===== src/hw/fmu_defines.svh =====
// Opcode, field and constant definitions for the fractional multiply unit
`ifndef FMU_DEFINES_SVH
`define FMU_DEFINES_SVH
`define FMU_MAJOR_HI 31
`define FMU_MAJOR_LO 26
`define FMU_MAJOR_GROUP 6'h00
`define FMU_RT_HI 25
`define FMU_RT_LO 21
`define FMU_RS_HI 20
`define FMU_RS_LO 16
`define FMU_RD_HI 15
`define FMU_RD_LO 11
`define FMU_ZERO_BIT 10
`define FMU_MINOR_HI 9
`define FMU_MINOR_LO 0
`define FMU_MINOR_RND_WORD 10'h195
`define FMU_MINOR_SAT_WORD 10'h1D5
`define FMU_MINOR_SAT_HALF 10'h115
`define FMU_Q31_NEG_ONE 32'h80000000
`define FMU_Q31_MAX 32'h7FFFFFFF
`define FMU_Q15_NEG_ONE 16'h8000
`define FMU_Q15_MAX 16'h7FFF
`define FMU_RND_BIT31 64'h0000000080000000
`define FMU_OVF_BIT 21
`define FMU_CTRL_RESET 32'h00000000
`define FMU_RESULT_IDLE 32'h00000000
`define FMU_LANE_COUNT 2
`define FMU_LANE_WIDTH 16
`endif


===== src/hw/fmu_pkg.sv =====
// Types shared by the fractional multiply unit
package fmu_pkg;
  typedef enum logic [1:0] {
    FMU_OP_NONE = 2'b00,
    FMU_OP_RND_WORD = 2'b01,
    FMU_OP_SAT_WORD = 2'b10,
    FMU_OP_SAT_HALF = 2'b11
  } fmu_op_t;

  typedef struct packed {
    logic valid;
    logic [31:0] instr;
    logic [31:0] left_operand;
    logic [31:0] second_operand;
  } fmu_req_t;

  typedef struct packed {
    logic valid;
    logic [4:0] dest;
    logic [31:0] data;
    logic ovf;
  } fmu_res_t;
endpackage


===== src/hw/fmu_half_mul.sv =====
// One Q15 halfword lane of the saturating dual halfword multiply
`include "fmu_defines.svh"
module fmu_half_mul (
  input wire logic [15:0] i_a,
  input wire logic [15:0] i_b,
  output logic [15:0] o_res,
  output logic o_sat
);
  logic signed [31:0] prod;
  logic [31:0] shifted;

  // Shift the product into Q31, keep the upper half, saturate -1 * -1
  always_comb begin
    prod = $signed(i_a) * $signed(i_b);
    shifted = {prod[30:0], 1'b0};
    // RULE10: minus one squared saturates
    o_sat = (i_a == `FMU_Q15_NEG_ONE) && (i_b == `FMU_Q15_NEG_ONE);
    o_res = o_sat ? `FMU_Q15_MAX : shifted[31:16];
  end
endmodule


===== src/hw/fmu_unit.sv =====
// Fractional multiply unit datapath with overflow sticky bit
// Overview of operation
// RULE1: Decode rounded word multiply, fields as given
// RULE2: Rounded: product shifted, add bit31, upper
// RULE3: Rounded: minus one squared gives Q31 max
// RULE4: Word saturation sets overflow bit 21
// RULE5: Base accumulator may become undefined
// RULE6: Other three accumulators stay unchanged
// RULE7: Only reserved or extension-disabled exceptions
// RULE8: No operand-dependent exceptions ever raised
// RULE9: Halfword lanes shifted, upper half kept
// RULE10: Halfword minus one squared gives 0x7FFF
// RULE11: Either lane saturating sets bit 21
// RULE12: Decode unrounded word multiply likewise
// RULE13: Unrounded: shift, drop low word, upper
// RULE14: Unrounded: minus one squared gives Q31 max
// RULE15: Sticky bit only set, never cleared
`include "fmu_defines.svh"
module fmu_unit (
  input wire logic i_sys_clk,
  input wire logic i_rst_n,
  input wire fmu_pkg::fmu_req_t i_req,
  input wire logic i_ext_enable,
  input wire logic [31:0] i_ctrl_in,
  output fmu_pkg::fmu_res_t o_res,
  output logic [31:0] o_ctrl,
  output logic o_rsvd_instr_exc,
  output logic o_ext_disabled_exc,
  output logic o_base_acc_clobber
);
  import fmu_pkg::*;

  // Decode results
  fmu_op_t op;
  logic [5:0] major;
  logic [9:0] minor;
  logic zero_ok;
  logic known_op;
  // Word datapath
  logic signed [63:0] wprod;
  logic [63:0] wshift;
  logic [63:0] wrnd;
  logic word_sat;
  logic [31:0] rnd_word_res;
  logic [31:0] trunc_word_res;
  // Halfword lanes, index 1 is the upper lane
  logic [1:0][15:0] lane_res;
  logic [1:0] lane_sat;
  logic [31:0] half_res;
  logic half_sat;
  // Selected result and request status
  logic [31:0] result;
  logic sat_any;
  logic legal;
  // Next values of the registered outputs
  fmu_res_t next_res;
  logic [31:0] next_ctrl;
  logic next_rsvd;
  logic next_dis;
  logic next_clobber;

  // Opcode decode
  always_comb begin
    major = i_req.instr[`FMU_MAJOR_HI:`FMU_MAJOR_LO];
    minor = i_req.instr[`FMU_MINOR_HI:`FMU_MINOR_LO];
    zero_ok = (major == `FMU_MAJOR_GROUP) && !i_req.instr[`FMU_ZERO_BIT];
    op = FMU_OP_NONE;
    // RULE1: rounded word decode
    if (zero_ok && minor == `FMU_MINOR_RND_WORD) begin
      op = FMU_OP_RND_WORD;
    // RULE12: unrounded word decode
    end else if (zero_ok && minor == `FMU_MINOR_SAT_WORD) begin
      op = FMU_OP_SAT_WORD;
    end else if (zero_ok && minor == `FMU_MINOR_SAT_HALF) begin
      op = FMU_OP_SAT_HALF;
    end
  end

  // Two Q15 lanes, one multiplier each; lane 1 feeds the upper half
  for (genvar lane = 0; lane < `FMU_LANE_COUNT; lane = lane + 1) begin : g_lane
    fmu_half_mul u_half (
      .i_a(i_req.left_operand[lane*`FMU_LANE_WIDTH +: `FMU_LANE_WIDTH]),
      .i_b(i_req.second_operand[lane*`FMU_LANE_WIDTH +: `FMU_LANE_WIDTH]),
      .o_res(lane_res[lane]),
      .o_sat(lane_sat[lane])
    );
  end

  // Lanes packed back into their own halves
  always_comb begin
    // RULE9: lanes into matching halves
    half_res = {lane_res[1], lane_res[0]};
    // RULE11: either lane saturating
    half_sat = |lane_sat;
  end

  // Full signed product, moved into Q31 by one left shift
  always_comb begin
    wprod = $signed(i_req.left_operand) * $signed(i_req.second_operand);
    wshift = {wprod[62:0], 1'b0};
    // Minus one squared is the only product that does not fit
    word_sat = (i_req.left_operand == `FMU_Q31_NEG_ONE)
      && (i_req.second_operand == `FMU_Q31_NEG_ONE);
  end

  // Rounded variant: add one at bit 31, keep the upper word
  always_comb begin
    // RULE2: round at bit 31
    wrnd = wshift + `FMU_RND_BIT31;
    // RULE3: saturate, skip rounding
    rnd_word_res = word_sat ? `FMU_Q31_MAX : wrnd[63:32];
  end

  // Unrounded variant: the low word is simply dropped
  always_comb begin
    // RULE13: truncate without rounding
    // RULE14: saturate minus one squared
    trunc_word_res = word_sat ? `FMU_Q31_MAX : wshift[63:32];
  end

  // Result and saturation of the decoded operation
  always_comb begin
    result = `FMU_RESULT_IDLE;
    sat_any = 1'b0;
    case (op)
      FMU_OP_RND_WORD: begin
        result = rnd_word_res;
        sat_any = word_sat;
      end
      FMU_OP_SAT_WORD: begin
        result = trunc_word_res;
        sat_any = word_sat;
      end
      FMU_OP_SAT_HALF: begin
        // RULE10: lane saturation kept per lane
        result = half_res;
        sat_any = half_sat;
      end
      default: begin
        result = `FMU_RESULT_IDLE;
        sat_any = 1'b0;
      end
    endcase
  end

  // Only a known opcode with the extension enabled may run
  always_comb begin
    known_op = (op != FMU_OP_NONE);
    legal = i_req.valid && known_op && i_ext_enable;
  end

  // Result group: destination, data and saturation of a legal request
  always_comb begin
    // RULE1: destination from the result field
    next_res.valid = legal;
    next_res.dest = i_req.instr[`FMU_RD_HI:`FMU_RD_LO];
    next_res.data = result;
    next_res.ovf = legal && sat_any;
  end

  // Result registers, answer one cycle after the request
  always_ff @(posedge i_sys_clk) begin
    if (!i_rst_n) begin
      o_res <= '0;
    end else begin
      o_res <= next_res;
    end
  end

  // Exception group: decode and enable faults only
  always_comb begin
    // RULE7: only decode and enable faults
    next_rsvd = i_req.valid && !known_op;
    // RULE8: operands never raise exceptions
    next_dis = i_req.valid && known_op && !i_ext_enable;
  end

  // Exception pulses stand for one cycle
  always_ff @(posedge i_sys_clk) begin
    if (!i_rst_n) begin
      o_rsvd_instr_exc <= 1'b0;
      o_ext_disabled_exc <= 1'b0;
    end else begin
      o_rsvd_instr_exc <= next_rsvd;
      o_ext_disabled_exc <= next_dis;
    end
  end

  // Control group: the overflow bit is only ever set here
  always_comb begin
    next_ctrl = i_ctrl_in;
    // RULE4: saturation sets bit 21
    // RULE15: only ever set, never cleared
    if (legal && sat_any) begin
      next_ctrl[`FMU_OVF_BIT] = 1'b1;
    end
  end

  // Control value handed back for write-back every cycle
  always_ff @(posedge i_sys_clk) begin
    if (!i_rst_n) begin
      o_ctrl <= `FMU_CTRL_RESET;
    end else begin
      o_ctrl <= next_ctrl;
    end
  end

  // Accumulator group: only the base pair is marked as lost
  always_comb begin
    // RULE5: base accumulator may be lost
    // RULE6: no write path to other accumulators
    next_clobber = legal;
  end

  // Clobber pulse for the base accumulator
  always_ff @(posedge i_sys_clk) begin
    if (!i_rst_n) begin
      o_base_acc_clobber <= 1'b0;
    end else begin
      o_base_acc_clobber <= next_clobber;
    end
  end
endmodule


===== config.mk =====
export PLATFORM = sky130hd
export DESIGN_NAME = fmu_unit
export DESIGN_NICKNAME = d
export VERILOG_FILES = /design/src/hw/fmu_pkg.sv /design/src/hw/fmu_half_mul.sv /design/src/hw/fmu_unit.sv
export VERILOG_INCLUDE_DIRS = /design/src /design/src/hw
export SDC_FILE = /design/constraint.sdc
export NUM_CORES = 2
export LEC_CHECK = 0
export BUFFER_PORTS_ARGS = -buffer_cell sky130_fd_sc_hd__buf_2
export CAP_MARGIN = 20
export CORE_ASPECT_RATIO = 0.7
export CORE_MARGIN = 2
export CORE_UTILIZATION = 40
export DETAILED_ROUTE_END_ITERATION = 8
export GPL_TIMING_DRIVEN = 0
export MAX_ROUTING_LAYER = met4
export PLACE_DENSITY = 0.54
export SLEW_MARGIN = 10
export SYNTH_ARGS = -nofsm -noshare
export SYNTH_HDL_FRONTEND = slang
export SYNTH_SLANG_ARGS = --single-unit

===== constraint.sdc =====
create_clock -name i_sys_clk -period 10.8 [get_ports i_sys_clk]
set_input_delay 1.08 -clock i_sys_clk [delete_from_list [all_inputs] [get_ports i_sys_clk]]
set_output_delay 1.08 -clock i_sys_clk [all_outputs]
set_load 0.01 [all_outputs]

Yosys cells after proc, flatten, opt, wreduce, memory -nomap -nowiden
Cells that the tools add are included.

cells by class
  reduce and logical (&&, ||, !) cells = 19
  multiply operators = 3
  $lt $le $gt $ge = 0
  shift-type cells = 0
  bitwise logic cells = 0
  multiplexer cells = 10
  $add $sub $neg = 1
  div/mod/pow operators = 0
  eq/ne operators = 12

operators by type and width
  kind                      count
  $pmux W32 S3              1
  $add A64 B32 Y64 const B  1
  $eq A16 B16 Y1 const B    4
  $eq A32 B32 Y1 const B    2
  $mux W32                  2
  $mul A32 B32 Y63          1
  $mul A16 B16 Y31          2
  $mux W16                  2
  $eq A10 B9 Y1 const B     3
  $logic_and A1 B1 Y1       12
  $logic_not A6 Y1          1
  $mux W2                   3
  $eq A2 B2 Y1 const B      2
  $reduce_or A2 Y1          2
  $logic_not A1 Y1          3
  $eq A2 B1 Y1 const B      1
  $pmux W1 S2               1
  $reduce_bool A2 Y1        1
  $mux W1                   1

word-level totals
  bits of input ports = 132
  RAM bits = 0
  bits in registers = 73
  output and inout port bits = 74
  memories = 0
  word-level logic and storage cells = 52
  bits in read-only memories = 0
  bits in latches = 0

Depth between registers and ports, before layout
  word-level depth = 11
  gate-level depth with buffers = 33

Hierarchy
A second synthesis with hierarchy kept.

unflattened totals
  cell total of the unflattened synthesis = 6,561
  area total of the unflattened synthesis = 59,253.1 µm²

by module, submodules not included
  module                            cells each  area an instance (µm²)  times used
  fmu_unit                          4,328       39,750.6                1
  fmu_half_mul at g_lane[0].u_half  1,160       9,943.3                 1
  fmu_half_mul at g_lane[1].u_half  1,073       9,559.2                 1

Worst setup path after synthesis
OpenSTA, ideal clock, no wires.

  path kind = input -> register
  start = input port i_req[5] (netlist name)
  end = register o_res[25] (netlist name)
  data required time = 10.726 ns
  library setup time = 0.074 ns
  stages on the path = 31
  arrival time = 9.876 ns
  path buffers = 1
  setup slack = 0.850 ns
  cell sequence = clkbuf_1 -> nand2_1 -> inv_1 -> fa_1 -> inv_1 -> fa_1 -> inv_1 -> fa_1 -> fa_1 -> inv_1 -> fa_1 -> inv_1 -> fa_1 -> inv_1 -> fa_1 -> inv_1 -> fa_1 -> ha_1 -> a21o_1 -> or3_1 -> o211ai_1 -> o211ai_1 -> or3_1 -> nor3_1 -> nor3_1 -> or4b_1 -> nand2b_4 -> nor4_4 -> nand3_1 -> or3_1 -> a31oi_1

between the ends
  word-level cells in the longest chain between the ends = 4
  elaborated cells on any way between the ends = 7

RTL lines
  element                                                                   line                              source
  from (decl)                                                               fmu_unit.sv:22                    input wire fmu_pkg::fmu_req_t i_req,
  $mul A32 B32 Y63 or $eq A32 B32 Y1 (tied branches)                        --
  $add A64 B32 Y64 (no source line) or $logic_and A1 B1 Y1 (tied branches)  --
  $mux W32 (on tied branches)                                               fmu_unit.sv:111, fmu_unit.sv:118
  $pmux W32 S3 (*)                                                          fmu_unit.sv:125                   case (op)
  to (signal assigned)                                                      fmu_unit.sv:166                   o_res <= next_res;
  to (decl)                                                                 fmu_unit.sv:25                    output fmu_pkg::fmu_res_t o_res,

Every way passes the cells marked *; elsewhere a longest branch is shown, timed or not.
A chain may end at the register's enable or synchronous reset.

Worst setup path after layout
  start = input port i_req[39] (netlist name)
  end = register o_res[30] (netlist name)

The elaborated chain is that of the path after synthesis.

==> results.py <==
metrics = {
    "routing": {
        "drt_wl_total_um": 218000,
        "vias_per_cell": 5.31,
        "route.vias.total": 40400,
        "wl_per_cell_um": 28.7,
        "dr.first_iter.drc_count": 4742,
        "drc": 0,
        "drtAntennaViolNets": 0,
        "firstDrtPassIters": 7,
    },
    "worst_hold_path": {
        "hold_class": "primary input to register",
    },
    "synthesis": {
        "synth_edf_count": 0,
        "synth-simple-area-share": 0.147,
        "synth_top_area_frac": 0.548,
        "synthTopCellsByArea": "fa_1 55%, inv_1 11%, ha_1 8.1%",
        "ys.flop_type": "dfxtp_1",
        "yosysWarnings": 0,
        "yosys.area.top_type": "fa_1",
        "netlist_area_um2": 51700,
        "synth-async-reset-ratio": 0,
        "synth.avg_cell_area_um2": 9.28,
        "synthAdderAreaFrac": 0.629,
        "muxShareOfSynthArea": 0.000774,
        "synth-xor-area-share": 0.0169,
        "synth_top_family_by_area": "adder cells",
        "netlist-cell-type-count": 77,
        "ys_seq_area_frac": 0.0283,
        "ys_seq_elements": 73,
        "syn_nets": 7455,
        "synth-compound-area-share": 0.0494,
        "syn-instance-count": 5574,
    },
    "sta": {
        "setup_viol": 0,
        "tightest_slew_ns": 1.12,
        "fmax_mhz": 93.3,
        "rsz0062_at_grt": "yes",
        "min_period_over_period": 0.992,
        "slew_violations": 0,
        "postLayoutSetupSlackWorst_ns": 0.0870,
        "period_minus_slack_ns": 10.71,
        "max_slew_margin": 0.254,
        "finalHoldViolations": 0,
        "hold_slack_ns": 0.935,
    },
    "setup_path": {
        "slowest_stage": "clkbuf_1",
        "crit_top_cell": "fa_1",
        "crit_end": "o_res[30]",
        "crit_family": "adder cells",
        "cpPeakStageDelay_ns": 0.75,
        "cp.depth": 27,
        "cp.required_ns": 11.08,
        "cp-end-kind": "register",
        "start_kind": "primary input",
        "critPathKind": "primary input to register",
        "cp.arrival_ns": 10.99,
        "critPathBufInv": 4,
        "cp-startpoint": "i_req[39]",
        "path_max_fanout": 10,
    },
    "job": {
        "cap_violations": 0,
    },
    "clocking": {
        "clk_pin_slew_ns": 0.06,
        "htree_levels": 3,
        "numCtsBuffers": 9,
        "clkSinkCount": 73,
        "tritoncts": "built",
        "clock-root-buffer": "clkbuf_16",
        "ctsHoldBuffers": 0,
        "cts_buffer_depth": 2,
    },
    "finish": {
        "area.growth.synth_to_final_pct": 8.43,
        "instances_no_fill": 7600,
        "fin_nets": 7699,
        "utilization": 0.437,
        "drive_above_1_share": 0.0744,
        "nFillCells": 12800,
    },
    "grt": {
        "grt_usage": 0.346,
        "overflow": 0,
        "grt_pass1_wl_um": 311000,
        "grt_antenna_before_repair": 32,
        "grt_max_degree": 24,
        "grt_pass1_vias": 41500,
    },
    "placed_design": {
        "dp_slack_ns": -1.62,
        "dp_hpwl_um": 188000,
        "placed_cells": 7523,
        "io_buffers": 190,
        "routabilityCongestion": 1.05,
    },
    "floorplan": {
        "start_util": 0.403,
        "rows": 110,
        "die_area_um2": 132000,
        "die_x_um": 434,
        "io_pins": 206,
        "coreArea_um2": 128000,
        "die_h_um": 305,
    },
    "outcome": {
        "status": "completed",
    },
}
[synthesized netlist by cell type, drive strengths merged (5+ instances only)]
cell type / count
buf: 17
dfxtp: 73
or3: 9
nor3: 43
nand2b: 40
o21ai: 115
ha: 333
inv: 1531
and4: 5
o41ai: 5
a311oi: 5
nor2: 82
nand3: 36
fa: 1416
o211ai: 15
nand2: 582
and3: 21
o21bai: 12
a21oi: 95
nor3b: 5
or4: 6
nor4b: 5
o21a: 22
nand4: 28
xor2: 30
a21o: 31
and2: 555
o31ai: 5
a21boi: 11
a41oi: 5
a31oi: 18
nor2b: 31
xnor2: 70
a211oi: 13
clkbuf: 225
nor4: 21
[final cells by class]
cell class / count / area [um^2] / area share
Tap cell: 1736 / 2170 / 0.0387
Buffer: 233 / 1100 / 0.0197
Clock buffer: 9 / 225 / 0.00402
Multi-Input combinational cell: 3728 / 43700 / 0.779
Inverter: 1531 / 5770 / 0.103
Clock inverter: 7 / 61.3 / 0.00109
Sequential cell: 73 / 1460 / 0.0261
Timing Repair Buffer: 242 / 1510 / 0.0268
Antenna cell: 41 / 103 / 0.00183
[worst min path at each step]
stage / startpoint / end / slack [ns] / cells past startpoint
after floorplan: i_ext_enable / o_ext_disabled_exc / 1.16 / 1
after global placement: i_ext_enable / o_ext_disabled_exc / 1.27 / 2
after detailed placement: i_ext_enable / o_ext_disabled_exc / 1.27 / 2
after CTS: i_ext_enable / o_ext_disabled_exc / 0.92 / 2
after global routing: i_ext_enable / o_ext_disabled_exc / 0.93 / 2
final: i_ext_enable / o_ext_disabled_exc / 0.93 / 2
[registers in the layout (all words and copies together), names as in the netlist]
name,flops
o_ctrl,32
o_rsvd_instr_exc,1
o_res,38
o_ext_disabled_exc,1
o_base_acc_clobber,1
[layout by cell type, fill, tap and decap left out, drive strengths merged, types with 5 or more instances in the layout]
cell type	instances
fa	1416
nor4	21
nand4	28
nand2b	40
nor3b	5
dfxtp	73
o41ai	5
nor2b	31
o21ai	115
ha	333
xor2	30
or4	6
o31ai	5
o21a	22
nor3	43
and3	21
and4	5
diode	41
o211ai	15
a21oi	95
a41oi	5
inv	1530
a211oi	13
nand3	36
nor4b	5
buf	267
a31oi	18
and2	555
xnor2	70
clkinvlp	7
or3	9
a311oi	5
nand2	582
a21boi	11
o21bai	12
nor2	82
a21o	31
clkbuf	215
[per-stage QoR]
step                setup TNS (ns)  instance area (um^2)
floorplan                        0                 51700
global placement            -48.59                 54800
detailed placement          -27.73                 55200
CTS                              0                 55600
global route               -0.0335                 56000
finish                           0                 56100
[routing by layer]
metal  track usage  routed length, um  vias to the layer above
met2         0.435              81000                     2499
met5             -                  0                        -
li1              -                  -                    16800
met4        0.0600               5450                        0
met1         0.513              96900                    20800
met3         0.143              34600                      274
[cells by family (layout without fill, tap and decap cells)]
kind of cell | after synthesis | count (layout)
AO/OA/AOI/OAI | 397 | 397
buffers and inverters | 1773 | 2022
flip-flops | 73 | 73
adder cells (fa/ha/maj) | 1749 | 1749
multiplexers | 4 | 4
other | 0 | 41
AND/OR/NAND/NOR | 1478 | 1478
XOR/XNOR | 100 | 100
[what timing repair did]
action | 4_1_cts | 5_1_grt
setup buffers | 5 | 20
endpoints found under the setup margin | 26 | 17
resized for setup | 68 | 203
pin swaps | 1 | 8
Power is left out: the tool's default activity adds up to more than one toggle a clock period on the data nets, which glitch-free logic cannot reach.
